<file path="src/core/uam_pkg.sv">
// How it works
// - while a frame is in flight the block asks to keep its clock running.
// - auto-baud modes flag a break after more than 11 low bit times.
// - lin auto-baud needs sync 0x55, else flag mismatch and keep baud.
// - after a break, count from the sync start bit over 8 bit times.
// - counter upper 10 bits are the divider, lower 6 bits the fraction.
// - lin baud register is written only once the whole sync field is valid.
// - generic auto-baud skips the 0x55 check, updates only within 0x0064-0xfff.
// - with wait-for-break set, a falling then rising edge counts as break.
// - one-wire mode feeds the transmit line straight into the receiver.
// - control register two bit enables multiprocessor address filtering.
// - frame type is first stop bit, or ninth bit in nine-bit frames.
// - frame type one means address frame, zero means data frame.
// - while filtering, data frames are dropped and address frames kept.
// - comm mode 0x2 switches on the infrared codec and routes the line.
// - infrared pins carry the inverse of the pulses.
// - infrared transmit pulse is 3/16 bit, fixed clock count, or none.
// - received pulses shorter than the minimum width decode as one.
// - infrared event input bit takes the event as receive source.
// - double speed is off in infrared mode, limited to 115.2kbps.
// - three requests: receive group, buffer empty, transmit done.
// - transmit done rises only when the shifter is empty and the buffer is empty or transmit is off.
// - a request stands while enable and flag are set until cleared.
package uam_pkg;
  // register indices, byte address is four times the index
  localparam logic [3:0] IDX_RXDATA_LO  = 4'h0;
  localparam logic [3:0] IDX_RXDATA_HI  = 4'h1;
  localparam logic [3:0] IDX_TXDATA_LO  = 4'h2;
  localparam logic [3:0] IDX_TXDATA_HI  = 4'h3;
  localparam logic [3:0] IDX_STATUS     = 4'h4;
  localparam logic [3:0] IDX_CTRL_FIRST = 4'h5;
  localparam logic [3:0] IDX_CTRL_SECOND= 4'h6;
  localparam logic [3:0] IDX_CTRL_THIRD = 4'h7;
  localparam logic [3:0] IDX_BAUD_LO    = 4'h8;
  localparam logic [3:0] IDX_BAUD_HI    = 4'h9;
  localparam logic [3:0] IDX_EVENT_CTRL = 4'hc;
  localparam logic [3:0] IDX_TX_PULSE   = 4'hd;
  localparam logic [3:0] IDX_RX_PULSE   = 4'he;
  // status fields
  localparam int ST_RXC = 7;
  localparam int ST_TXC = 6;
  localparam int ST_DRE = 5;
  localparam int ST_RXS = 4;
  localparam int ST_ISF = 3;
  localparam int ST_BDF = 1;
  localparam int ST_WFB = 0;
  // first control register fields
  localparam int CA_RXC_IE = 7;
  localparam int CA_TXC_IE = 6;
  localparam int CA_DRE_IE = 5;
  localparam int CA_RXS_IE = 4;
  localparam int CA_LOOP   = 3;
  localparam int CA_ABE_IE = 2;
  // second control register fields
  localparam int CB_RXEN  = 7;
  localparam int CB_TXEN  = 6;
  localparam int CB_SFDEN = 4;
  localparam int CB_MODE_HI = 2;
  localparam int CB_MODE_LO = 1;
  localparam int CB_MPCM  = 0;
  // third control register fields
  localparam int CC_COMM_MODE_SELECT_HI = 7;
  localparam int CC_COMM_MODE_SELECT_LO = 6;
  localparam int CC_TWO_STOP = 3;
  localparam int CC_SIZE_HI  = 2;
  localparam int CC_SIZE_LO  = 0;
  // field codes and reset values
  localparam logic [1:0] RECEIVE_MODE_SELECT_NORMAL = 2'h0;
  localparam logic [1:0] RECEIVE_MODE_SELECT_2X     = 2'h1;
  localparam logic [1:0] RECEIVE_MODE_SELECT_GEN    = 2'h2;
  localparam logic [1:0] RECEIVE_MODE_SELECT_LIN    = 2'h3;
  localparam logic [1:0] COMM_MODE_SELECT_IR      = 2'h2;
  localparam logic [2:0] SIZE_NINE     = 3'h7;
  localparam logic [7:0] CTRL_RESET    = 8'h00;
  localparam logic [15:0] BAUD_RESET   = 16'h0000;
  localparam logic [7:0] TXPL_3_16     = 8'h00;
  localparam logic [7:0] TXPL_NOMOD    = 8'hff;
  // timing counts in oversample ticks or clocks
  localparam logic [4:0] OS_1X         = 5'h10;
  localparam logic [4:0] OS_2X         = 5'h08;
  localparam int         BREAK_BITS    = 11;
  localparam logic [7:0] BREAK_TICKS   = 8'(BREAK_BITS * 16 + 1);
  localparam logic [2:0] SYNC_FALLS    = 3'h5;
  localparam logic [15:0] SYNC_STEP    = 16'h0008;
  localparam logic [15:0] AUTOBAUD_MIN = 16'h0064;
  localparam logic [15:0] AUTOBAUD_MAX = 16'h0fff;
  localparam logic [7:0] SYNC_CHAR     = 8'h55;
  localparam logic [3:0] IR_SHORT_TICKS= 4'h3;
  localparam logic [4:0] IR_HOLD_TICKS = 5'h10;

  typedef enum logic [1:0] {RX_IDLE, RX_START, RX_DATA, RX_STOP} uam_rx_state_t;
  typedef enum logic [0:0] {TX_IDLE, TX_BUSY} uam_tx_state_t;

  function automatic logic [3:0] uam_char_bits(input logic [2:0] size);
    return (size == SIZE_NINE) ? 4'h9 : ((size > 3'h3) ? 4'h8 : 4'(size) + 4'h5);
  endfunction
endpackage

</file>
<file path="src/core/uam_ir_if.sv">
interface uam_ir_if;
  logic       tick;
  logic       tx_bit;
  logic       tx_bit_start;
  logic [3:0] tx_phase;
  logic [7:0] tx_width;
  logic [6:0] rx_min;
  logic       rx_in;
  logic       tx_pin;
  logic       rx_bit;
  modport uart  (output tick, tx_bit, tx_bit_start, tx_phase, tx_width, rx_min, rx_in,
                 input tx_pin, rx_bit);
  modport codec (input tick, tx_bit, tx_bit_start, tx_phase, tx_width, rx_min, rx_in,
                 output tx_pin, rx_bit);
endinterface

</file>
<file path="src/core/uam_infrared_codec.sv">
module uam_infrared_codec (
  // clock and reset
  input wire logic pclk,
  input wire logic presetn,
  input wire logic clk_en,
  // uart side
  uam_ir_if.codec  ir
);
  import uam_pkg::*;

  typedef struct packed {
    logic       pin;
    logic [7:0] fix_cnt;
    logic [6:0] width;
    logic [4:0] hold;
  } uam_ir_state_t;

  uam_ir_state_t s;
  uam_ir_state_t n;
  logic          pulse;
  logic          pulse_in;

  always_comb begin
    n = s;
    pulse = 1'b0;
    pulse_in = ~ir.rx_in;
    if (clk_en) begin
      if (ir.tx_bit_start) begin
        n.fix_cnt = ir.tx_bit ? 8'h00 : ir.tx_width;
      end else if (s.fix_cnt != 8'h00) begin
        n.fix_cnt = s.fix_cnt - 8'h01;
      end
      // pulse shape by width setting
      if (ir.tx_width == TXPL_NOMOD) begin
        pulse = ~ir.tx_bit;
      end else if (ir.tx_width == TXPL_3_16) begin
        pulse = ~ir.tx_bit && (ir.tx_phase < IR_SHORT_TICKS);
      end else begin
        pulse = (s.fix_cnt != 8'h00);
      end
      n.pin = ~pulse;
      if (pulse_in) begin
        n.width = (s.width == 7'h7f) ? s.width : s.width + 7'h01;
      end else begin
        n.width = 7'h00;
      end
      // qualified pulse decodes as a zero bit
      if (pulse_in && ({1'b0, s.width} + 8'h01 >= {1'b0, ir.rx_min})) begin
        n.hold = IR_HOLD_TICKS;
      end else if (ir.tick && s.hold != 5'h00) begin
        n.hold = s.hold - 5'h01;
      end
    end
  end

  always_ff @(posedge pclk or negedge presetn) begin
    if (!presetn) begin
      s     <= '0;
      s.pin <= 1'b1;
    end else begin
      s <= n;
    end
  end

  assign ir.tx_pin = s.pin;
  assign ir.rx_bit = (s.hold == 5'h00);
endmodule

</file>
<file path="src/core/uam_top.sv">
module uam_top (
  // clock, reset, enable
  input  wire logic        pclk,
  input  wire logic        presetn,
  input  wire logic        clk_en,
  // apb slave
  input  wire logic        psel,
  input  wire logic        penable,
  input  wire logic        pwrite,
  input  wire logic [7:0]  paddr,
  input  wire logic [31:0] pwdata,
  input  wire logic [3:0]  pstrb,
  output logic      [31:0] prdata,
  output logic             pready,
  output logic             pslverr,
  // serial line
  input  wire logic        rxd_pin,
  input  wire logic        ir_event_in,
  output logic             txd_pin,
  // interrupt requests
  output logic             rx_irq,
  output logic             dre_irq,
  output logic             txc_irq,
  // power
  output logic             clock_hold
);
  import uam_pkg::*;

  typedef struct packed {
    logic [7:0]    ctrl_first;
    logic [7:0]    ctrl_second;
    logic [7:0]    ctrl_third;
    logic [15:0]   baud;
    logic          ir_event_sel;
    logic [7:0]    txpl;
    logic [6:0]    rxpl;
    logic          receive_complete_vector;
    logic          transmit_done_vector;
    logic          rxs;
    logic          isf;
    logic          bdf;
    logic          wait_break_flag;
    logic          bufovf;
    logic          ferr;
    logic [8:0]    rx_data;
    logic          tx_bit8;
    logic [8:0]    tx_buf;
    logic          tx_full;
    logic [15:0]   acc;
    logic          rxd_meta;
    logic          rxd_sync;
    logic          rx_prev;
    uam_rx_state_t rx_st;
    logic [3:0]    rx_os;
    logic [3:0]    rx_bit_i;
    logic [8:0]    rx_sh;
    logic [7:0]    low_cnt;
    logic          wfb_fell;
    logic          brk_seen;
    logic          sync_on;
    logic [2:0]    sync_falls;
    logic [15:0]   sync_cnt;
    uam_tx_state_t tx_st;
    logic [3:0]    tx_os;
    logic [3:0]    tx_left;
    logic [11:0]   tx_sh;
    logic          tx_line;
    logic          tx_bit_start;
    logic          armed;
    logic [31:0]   prdata;
  } uam_state_t;

  uam_state_t  s;
  uam_state_t  n;
  uam_ir_if    irb();
  logic        ir_on;
  logic        two_x;
  logic        autob;
  logic [1:0]  receive_mode_select;
  logic [4:0]  tpb;
  logic [3:0]  last_os;
  logic [3:0]  nbits;
  logic [16:0] step;
  logic [16:0] acc_sum;
  logic        tick;
  logic        line;
  logic        fell;
  logic        rose;
  logic        xfer;
  logic [3:0]  idx;
  logic        addr_ok;
  logic [7:0]  rd_data;
  logic [7:0]  st_byte;
  logic        frame_done;
  logic        stop_bit;
  logic [8:0]  data9;
  logic        ftype;
  logic        good;
  logic        brk;

  // start a frame from the transmit buffer
  function automatic uam_state_t tx_load(input uam_state_t st, input logic [3:0] nb);
    uam_state_t r;
    r              = st;
    r.tx_sh        = ({12{1'b1}} << nb) | {3'h0, st.tx_buf};
    r.tx_left      = nb + (st.ctrl_third[CC_TWO_STOP] ? 4'h2 : 4'h1);
    r.tx_line      = 1'b0;
    r.tx_os        = 4'h0;
    r.tx_full      = 1'b0;
    r.tx_bit_start = 1'b1;
    r.tx_st        = TX_BUSY;
    return r;
  endfunction

  assign idx     = paddr[5:2];
  assign addr_ok = (paddr[1:0] == 2'h0) && (paddr[7:6] == 2'h0) &&
                   (idx <= IDX_BAUD_HI || (idx >= IDX_EVENT_CTRL && idx <= IDX_RX_PULSE));
  assign pready  = clk_en && s.armed;
  assign xfer    = psel && penable && pready;
  assign pslverr = xfer && !addr_ok;
  assign prdata  = s.prdata;

  always_comb begin
    st_byte         = 8'h00;
    st_byte[ST_RXC] = s.receive_complete_vector;
    st_byte[ST_TXC] = s.transmit_done_vector;
    st_byte[ST_DRE] = ~s.tx_full;
    st_byte[ST_RXS] = s.rxs;
    st_byte[ST_ISF] = s.isf;
    st_byte[ST_BDF] = s.bdf;
    st_byte[ST_WFB] = s.wait_break_flag;
    case (idx)
      IDX_RXDATA_LO:   rd_data = s.rx_data[7:0];
      IDX_RXDATA_HI:   rd_data = {s.receive_complete_vector, s.bufovf, 3'h0, s.ferr, 1'b0, s.rx_data[8]};
      IDX_TXDATA_LO:   rd_data = s.tx_buf[7:0];
      IDX_TXDATA_HI:   rd_data = {7'h00, s.tx_bit8};
      IDX_STATUS:      rd_data = st_byte;
      IDX_CTRL_FIRST:  rd_data = s.ctrl_first;
      IDX_CTRL_SECOND: rd_data = s.ctrl_second;
      IDX_CTRL_THIRD:  rd_data = s.ctrl_third;
      IDX_BAUD_LO:     rd_data = s.baud[7:0];
      IDX_BAUD_HI:     rd_data = s.baud[15:8];
      IDX_EVENT_CTRL:  rd_data = {7'h00, s.ir_event_sel};
      IDX_TX_PULSE:    rd_data = s.txpl;
      IDX_RX_PULSE:    rd_data = {1'b0, s.rxpl};
      default:         rd_data = 8'h00;
    endcase
  end

  always_comb begin
    n          = s;
    receive_mode_select     = s.ctrl_second[CB_MODE_HI:CB_MODE_LO];
    ir_on      = (s.ctrl_third[CC_COMM_MODE_SELECT_HI:CC_COMM_MODE_SELECT_LO] == COMM_MODE_SELECT_IR);
    two_x      = (receive_mode_select == RECEIVE_MODE_SELECT_2X) && !ir_on;
    autob      = (receive_mode_select == RECEIVE_MODE_SELECT_GEN) || (receive_mode_select == RECEIVE_MODE_SELECT_LIN);
    tpb        = two_x ? OS_2X : OS_1X;
    last_os    = 4'(tpb - 5'h01);
    nbits      = uam_char_bits(s.ctrl_third[CC_SIZE_HI:CC_SIZE_LO]);
    step       = {6'h00, tpb, 6'h00};
    acc_sum    = {1'b0, s.acc} + step;
    tick       = 1'b0;
    frame_done = 1'b0;
    stop_bit   = 1'b1;
    good       = 1'b0;
    brk        = 1'b0;
    ftype      = 1'b0;
    data9      = s.rx_sh >> (4'h9 - nbits);
    if (s.ctrl_first[CA_LOOP]) begin
      line = s.tx_line;
    end else if (ir_on) begin
      line = irb.rx_bit;
    end else begin
      line = s.rxd_sync;
    end
    fell = s.rx_prev && !line;
    rose = !s.rx_prev && line;
    if (clk_en) begin
      n.rxd_meta     = rxd_pin;
      n.rxd_sync     = s.rxd_meta;
      n.rx_prev      = line;
      n.tx_bit_start = 1'b0;
      // fractional baud: baud is 64 times the bit period in clocks
      if (acc_sum >= {1'b0, s.baud}) begin
        tick  = 1'b1;
        n.acc = ({1'b0, s.baud} <= step) ? 16'h0000 : 16'(acc_sum - {1'b0, s.baud});
      end else begin
        n.acc = acc_sum[15:0];
      end

      // bus read capture and register writes
      n.armed = psel && !xfer;
      if (psel && !xfer) begin
        n.prdata = {24'h000000, rd_data};
      end
      if (xfer && addr_ok && !pwrite && idx == IDX_RXDATA_LO) begin
        n.receive_complete_vector    = 1'b0;
        n.bufovf = 1'b0;
        n.ferr   = 1'b0;
      end
      if (xfer && addr_ok && pwrite && pstrb[0]) begin
        case (idx)
          IDX_TXDATA_LO: begin
            if (!s.tx_full) begin
              n.tx_buf  = {s.tx_bit8, pwdata[7:0]};
              n.tx_full = 1'b1;
            end
          end
          IDX_TXDATA_HI: n.tx_bit8 = pwdata[0];
          IDX_STATUS: begin
            if (pwdata[ST_TXC]) n.transmit_done_vector = 1'b0;
            if (pwdata[ST_RXS]) n.rxs = 1'b0;
            if (pwdata[ST_ISF]) n.isf = 1'b0;
            if (pwdata[ST_BDF]) n.bdf = 1'b0;
            if (pwdata[ST_WFB]) n.wait_break_flag = 1'b1;
          end
          IDX_CTRL_FIRST:  n.ctrl_first  = pwdata[7:0];
          IDX_CTRL_SECOND: n.ctrl_second = pwdata[7:0];
          IDX_CTRL_THIRD:  n.ctrl_third  = pwdata[7:0];
          IDX_BAUD_LO:     n.baud[7:0]   = pwdata[7:0];
          IDX_BAUD_HI:     n.baud[15:8]  = pwdata[7:0];
          IDX_EVENT_CTRL:  n.ir_event_sel = pwdata[0];
          IDX_TX_PULSE:    n.txpl = pwdata[7:0];
          IDX_RX_PULSE:    n.rxpl = pwdata[6:0];
          default: ;
        endcase
      end

      // receiver
      if (!s.ctrl_second[CB_RXEN]) begin
        n.rx_st    = RX_IDLE;
        n.receive_complete_vector      = 1'b0;
        n.brk_seen = 1'b0;
        n.sync_on  = 1'b0;
      end else begin
        if (autob) begin
          if (line) begin
            n.low_cnt = 8'h00;
          end else if (tick && s.low_cnt != BREAK_TICKS) begin
            n.low_cnt = s.low_cnt + 8'h01;
            if (s.low_cnt == BREAK_TICKS - 8'h01) brk = 1'b1;
          end
        end
        if (s.wait_break_flag) begin
          if (fell) n.wfb_fell = 1'b1;
          if (rose && s.wfb_fell) begin
            brk        = 1'b1;
            n.wait_break_flag      = 1'b0;
            n.wfb_fell = 1'b0;
          end
        end
        // sync field length, eight clocks' weight per clock
        if (s.sync_on) begin
          n.sync_cnt = (s.sync_cnt > 16'hffff - SYNC_STEP) ? 16'hffff : s.sync_cnt + SYNC_STEP;
          if (fell) begin
            n.sync_falls = s.sync_falls + 3'h1;
            if (s.sync_falls == SYNC_FALLS - 3'h1) n.sync_on = 1'b0;
          end
        end
        case (s.rx_st)
          RX_IDLE: begin
            if (fell) begin
              n.rx_st = RX_START;
              n.rx_os = 4'h0;
              if (s.ctrl_second[CB_SFDEN]) n.rxs = 1'b1;
              if (s.brk_seen && s.sync_falls == 3'h0) begin
                n.sync_on    = 1'b1;
                n.sync_cnt   = 16'h0000;
                n.sync_falls = 3'h1;
              end
            end
          end
          RX_START: begin
            if (tick) begin
              if (s.rx_os == tpb[4:1]) begin
                n.rx_st    = line ? RX_IDLE : RX_DATA;
                n.rx_os    = 4'h0;
                n.rx_bit_i = 4'h0;
              end else begin
                n.rx_os = s.rx_os + 4'h1;
              end
            end
          end
          RX_DATA: begin
            if (tick) begin
              if (s.rx_os == last_os) begin
                n.rx_os    = 4'h0;
                n.rx_sh    = {line, s.rx_sh[8:1]};
                n.rx_bit_i = s.rx_bit_i + 4'h1;
                if (s.rx_bit_i == nbits - 4'h1) n.rx_st = RX_STOP;
              end else begin
                n.rx_os = s.rx_os + 4'h1;
              end
            end
          end
          RX_STOP: begin
            if (tick) begin
              if (s.rx_os == last_os) begin
                frame_done = 1'b1;
                stop_bit   = line;
                n.rx_st    = RX_IDLE;
              end else begin
                n.rx_os = s.rx_os + 4'h1;
              end
            end
          end
          default: n.rx_st = RX_IDLE;
        endcase
        if (frame_done) begin
          ftype = (nbits == 4'h9) ? data9[8] : stop_bit;
          if (s.brk_seen && receive_mode_select == RECEIVE_MODE_SELECT_LIN) begin
            good = stop_bit && !s.sync_on && (s.sync_falls == SYNC_FALLS);
            good = good && (data9[7:0] == SYNC_CHAR);
            if (good) begin
              n.baud = s.sync_cnt;
            end else begin
              n.isf = 1'b1;
            end
            n.brk_seen   = 1'b0;
            n.sync_on    = 1'b0;
            n.sync_falls = 3'h0;
          end else if (s.brk_seen) begin
            // sync char at an unknown rate is never stored
            n.rx_data = s.rx_data;
          end else if (autob && data9 == 9'h000 && !stop_bit) begin
            n.bdf = n.bdf;
          end else if (s.ctrl_second[CB_MPCM] && !ftype) begin
            n.rx_data = s.rx_data;
          end else if (s.receive_complete_vector) begin
            n.bufovf = 1'b1;
          end else begin
            n.rx_data = data9;
            n.ferr    = !stop_bit;
            n.receive_complete_vector     = 1'b1;
          end
        end
        // other modes judge the count once the sync stop bit begins
        if (receive_mode_select != RECEIVE_MODE_SELECT_LIN && s.brk_seen && !s.sync_on &&
            s.sync_falls == SYNC_FALLS && rose) begin
          if (s.sync_cnt >= AUTOBAUD_MIN && s.sync_cnt <= AUTOBAUD_MAX) begin
            n.baud = s.sync_cnt;
          end else begin
            n.isf = 1'b1;
          end
          n.brk_seen   = 1'b0;
          n.sync_falls = 3'h0;
          n.rx_st      = RX_IDLE;
        end
        if (brk) begin
          n.bdf        = 1'b1;
          n.brk_seen   = 1'b1;
          n.sync_on    = 1'b0;
          n.sync_falls = 3'h0;
          n.rx_st      = RX_IDLE;
        end
      end

      // transmitter
      case (s.tx_st)
        TX_IDLE: begin
          if (s.ctrl_second[CB_TXEN] && s.tx_full) n = tx_load(n, nbits);
        end
        TX_BUSY: begin
          if (tick) begin
            if (s.tx_os == last_os) begin
              n.tx_os = 4'h0;
              if (s.tx_left == 4'h0) begin
                if (s.ctrl_second[CB_TXEN] && s.tx_full) begin
                  n = tx_load(n, nbits);
                end else begin
                  n.tx_st = TX_IDLE;
                  n.transmit_done_vector   = 1'b1;
                end
              end else begin
                n.tx_line      = s.tx_sh[0];
                n.tx_sh        = {1'b1, s.tx_sh[11:1]};
                n.tx_left      = s.tx_left - 4'h1;
                n.tx_bit_start = 1'b1;
              end
            end else begin
              n.tx_os = s.tx_os + 4'h1;
            end
          end
        end
        default: n.tx_st = TX_IDLE;
      endcase
    end
  end

  always_ff @(posedge pclk or negedge presetn) begin
    if (!presetn) begin
      s             <= '0;
      s.ctrl_first  <= CTRL_RESET;
      s.ctrl_second <= CTRL_RESET;
      s.ctrl_third  <= CTRL_RESET;
      s.baud        <= BAUD_RESET;
      s.rxd_meta    <= 1'b1;
      s.rxd_sync    <= 1'b1;
      s.rx_prev     <= 1'b1;
      s.tx_line     <= 1'b1;
      s.rx_st       <= RX_IDLE;
      s.tx_st       <= TX_IDLE;
    end else begin
      s <= n;
    end
  end

  assign irb.tick         = tick;
  assign irb.tx_bit       = s.tx_line;
  assign irb.tx_bit_start = s.tx_bit_start;
  assign irb.tx_phase     = s.tx_os;
  assign irb.tx_width     = s.txpl;
  assign irb.rx_min       = s.rxpl;
  assign irb.rx_in        = s.ir_event_sel ? ir_event_in : s.rxd_sync;

  uam_infrared_codec u_infrared_codec (
    .pclk    (pclk),
    .presetn (presetn),
    .clk_en  (clk_en),
    .ir      (irb.codec)
  );

  assign txd_pin = ir_on ? irb.tx_pin : s.tx_line;
  // three request lines
  assign rx_irq  = (s.receive_complete_vector && s.ctrl_first[CA_RXC_IE]) || (s.rxs && s.ctrl_first[CA_RXS_IE]) ||
                   (s.isf && s.ctrl_first[CA_ABE_IE]);
  assign dre_irq = !s.tx_full && s.ctrl_first[CA_DRE_IE];
  assign txc_irq = s.transmit_done_vector && s.ctrl_first[CA_TXC_IE];
  assign clock_hold = (s.rx_st != RX_IDLE) || (s.tx_st != TX_IDLE) || s.tx_full;
endmodule

</file>
<file path="config.mk">
export PLATFORM = sky130hd
export DESIGN_NAME = uam_top
export DESIGN_NICKNAME = d
export VERILOG_FILES = /design/src/core/uam_pkg.sv /design/src/core/uam_ir_if.sv /design/src/core/uam_infrared_codec.sv /design/src/core/uam_top.sv
export SDC_FILE = /design/constraint.sdc
export NUM_CORES = 1
export LEC_CHECK = 0
export BUFFER_PORTS_ARGS = -buffer_cell sky130_fd_sc_hd__buf_2
export CAP_MARGIN = 10
export CELL_PAD_IN_SITES_DETAIL_PLACEMENT = 1
export CELL_PAD_IN_SITES_GLOBAL_PLACEMENT = 1
export CORE_UTILIZATION = 51
export CTS_CLUSTER_DIAMETER = 200
export DETAILED_ROUTE_END_ITERATION = 10
export GPL_TIMING_DRIVEN = 0
export HOLD_SLACK_MARGIN = 0.15
export PLACE_DENSITY_LB_ADDON = 0.25
export SYNTH_ARGS = -nofsm -noshare
export SYNTH_HDL_FRONTEND = slang
export SYNTH_SLANG_ARGS = --single-unit
</file>
<file path="constraint.sdc">
create_clock -name pclk -period 11.8 [get_ports pclk]
set_clock_uncertainty 0.1 [all_clocks]
set_input_delay 2.36 -clock pclk [delete_from_list [all_inputs] [get_ports pclk]]
set_output_delay 2.36 -clock pclk [all_outputs]
set_load 0.03 [all_outputs]
</file>
==> flow_metrics.env <==
export IMPL_placed_area_sq_mm=0.0139
export IMPL_syn_area_per_cell_sq_um=9.00
export IMPL_cap_violations=0
export IMPL_timing_rr_start="receive_mode_select[1]$_DFFE_PN0P_"
export IMPL_path_max_fanout=10
export IMPL_cts_buffers_inserted=25
export IMPL_slew_violations=0
export IMPL_ant_nets=0
export IMPL_worst_setup_path_start_kind="input pin"
export IMPL_crit_slowest_cell="clkbuf_1"
export IMPL_p_per_area_mw_per_mm2=160
export IMPL_synthCells=1470
export IMPL_grt_overflow_total=0
export IMPL_fin_cells=1902
export IMPL_antenna_found_initial=0
export IMPL_final_cell_mix="dfrtp_1 (200), nand2_1 (150), nor2_1 (115)"
export IMPL_htree_levels=1
export IMPL_ys_ff_latch=205
export IMPL_viasPerCell=6.32
export IMPL_ys_warnings_count=0
export IMPL_drc=0
export IMPL_gp_congestion=0.991
export IMPL_drive_above_1_share=0.139
export IMPL_path_common_cell="clkbuf_1"
export IMPL_grt_pass1_wl_um=71000
export IMPL_vias=12025
export IMPL_diodes=0
export IMPL_ys_flop_type="dfrtp_1"
export IMPL_hold_class="flop to flop"
export IMPL_wl_per_cell_um=23.5
export IMPL_worstSetupStartpoint="clk_en"
export IMPL_timing_final_crit_share=0.592
export IMPL_grt_max_degree=106
export IMPL_period_minus_slack_ns=6.99
export IMPL_hold_viol_final=0
export IMPL_rsz0062_at_grt="no"
export IMPL_netlist_area_sq_mm=0.0132
export IMPL_worstSetupPathType="input pin to primary output"
export IMPL_clk_latency_ns=0.53
export IMPL_track_usage=0.344
export IMPL_power_leakage_nw=6.83
export IMPL_worstMarginPinSlew_ns=1.12
export IMPL_layout_commonest_cell="dfrtp_1"
export IMPL_synth_edf_count=0
export IMPL_cts_resized=0
export IMPL_start_util=0.522
export IMPL_crit_family="buffers and inverters"
export IMPL_setup_violations=0
export IMPL_synthArstFlopShare=1.00
export IMPL_pin_count=91
export IMPL_cts_tree="built"
export IMPL_cpPeakStageDelay_ns=0.69
export IMPL_grt_pass1_vias=12526
export IMPL_tns_ns=0
export IMPL_hpwl_um=32800
export IMPL_cts_buffer_depth=3
export IMPL_worst_ep_required_time_ns=9.34
export IMPL_max_freq_ghz=0.143
export IMPL_end_kind="primary output"
export IMPL_placementRows=58
export IMPL_irDropWorstVdd_uv=128
export IMPL_status="finished, final reports clean"
export IMPL_post_synth_num_cell_types=92
export IMPL_final_area_sq_mm=0.0147
export IMPL_area_growth_pct=11.3
export IMPL_crit_chain="buf_2 -> clkbuf_1 -> clkbuf_1 -> clkbuf_1 -> and2_1 -> buf_2"
export IMPL_path_buf_inv=5
export IMPL_drt_total_wl_um=44600
export IMPL_yosysSeqAreaShare=0.388
export IMPL_finalNetCount=1673
export IMPL_die_w_um=163
export IMPL_dieArea_sq_mm=0.0266
export IMPL_first_pass_iters=7
export IMPL_postCtsHoldBufs=0
export IMPL_dieHeight_um=163
export IMPL_post_cts_buffers=0
export IMPL_cts_clk_slew_worst_paths_ns=0.06
export IMPL_hp_start="s[115]$_DFFE_PN0P_"
export IMPL_clock_sinks=205
export IMPL_critPathArrivalTime_ns=4.53
export IMPL_drtIter0Drc=1080
export IMPL_max_slew_margin_rel=0.248
export IMPL_placed_cells=1858
export IMPL_numPortBuffers=34
export IMPL_fp_coreArea_sq_mm=0.0253
export IMPL_cts_root_buf="clkbuf_16"
layer usage:
layer	up-vias	wire length (um)	track usage
met5	-	0	0
met4	0	1810	0.133
met3	118	2580	0.0536
met2	416	21400	0.575
met1	6073	18900	0.446
li1	5418	-	-
kinds of logic (layout without fill, tap and decap cells):
kind of cell / after synthesis / in the layout / synth area share
other: 1 / 24 / 0.000283
flip-flops: 205 / 205 / 0.388
adder cells (fa/ha/maj): 66 / 66 / 0.0641
XOR/XNOR: 35 / 35 / 0.0232
buffers and inverters: 177 / 256 / 0.0622
AND/OR/NAND/NOR: 511 / 511 / 0.190
multiplexers: 93 / 93 / 0.0818
AO/OA/AOI/OAI: 382 / 382 / 0.191
worst min-delay path: stages (launching register included):
cell	delay [ns]
dfrtp_1	0.35
nand2_1	0.05
o31ai_1	0.05
final timing paths:
| check | to | slack, ns | cells past startpoint |
|---|---|---|---|
| min in group asynchronous | u_infrared_codec.s[8]$_DFFE_PN0P_ | 1.78 | 1 |
| max in group asynchronous | s[113]$_DFFE_PN0P_ | 8.78 | 2 |
| max reg2reg | s[45]$_DFFE_PN0P_ | 5.72 | 18 |
| min reg2reg | s[115]$_DFFE_PN0P_ | 0.39 | 2 |
| min | s[115]$_DFFE_PN0P_ | 0.39 | 2 |
| max | pready | 4.81 | 6 |
synth_stat cells, types with 9 or more instances:
cell type  instances  area share
dfrtp_1          200        0.38
nand2_1          150       0.043
nor2_1           115       0.033
a21oi_1           89       0.034
o21ai_0           85       0.032
inv_1             77       0.022
nand3_1           72       0.027
ha_1              63       0.060
mux2_2            61       0.052
clkbuf_1          47       0.013
buf_4             34       0.019
a21o_1            33       0.019
nor3_1            26      0.0098
a31oi_1           23       0.011
mux2i_1           23       0.017
a22oi_1           20       0.011
nand2b_1          19      0.0090
nand4_1           19      0.0090
o31ai_1           19       0.011
xor2_1            18       0.012
nor4_1            17      0.0080
xnor2_1           17       0.011
and3_1            15      0.0071
and2_1            14      0.0066
nor2b_1           14      0.0066
o211ai_1          13      0.0074
a22o_1             9      0.0060
o21bai_1           9      0.0051
or3_1              9      0.0043
area by class of cell:
class / count / area (sq um)
inverter: 79 / 297
tap: 330 / 413
multi-input combinational: 1111 / 7360
sequential: 205 / 5140
timing repair buffer: 35 / 208
clock inverter: 6 / 55.1
buffer: 98 / 527
clock buffer: 38 / 734
fill: 2976 / 10600
power by group:
| group | switching (mW) | leakage, nW | total (mW) | internal (mW) |
|---|---|---|---|---|
| logic | 0.509 | 3.81 | 0.775 | 0.266 |
| clock network | 0.308 | 0.393 | 0.755 | 0.447 |
| registers | 0.0536 | 2.62 | 0.822 | 0.768 |
| total | 0.870 | 6.83 | 2.35 | 1.48 |
state kept, by name, summed over array words and instances (netlist names), 2 cells and up:
register / flops
irb.rx_min: 7
irb.tx_phase: 4
irb.tx_width: 8
prdata: 8
receive_mode_select: 2
s: 153
u_infrared_codec.s: 20
metrics by stage:
step           utilization  setup slack (ns)  hold slack, ns  power [mW]
2_1_floorplan            -              5.80           0.344        1.35
3_3_place_gp         0.549              4.65           0.364        1.55
3_5_place_dp         0.550              4.87           0.379        1.58
4_1_cts              0.582              4.86           0.394        2.34
5_1_grt              0.582              4.73           0.407        2.46
6_report             0.582              4.81           0.388        2.35
(Power assumes the default switching activity.)
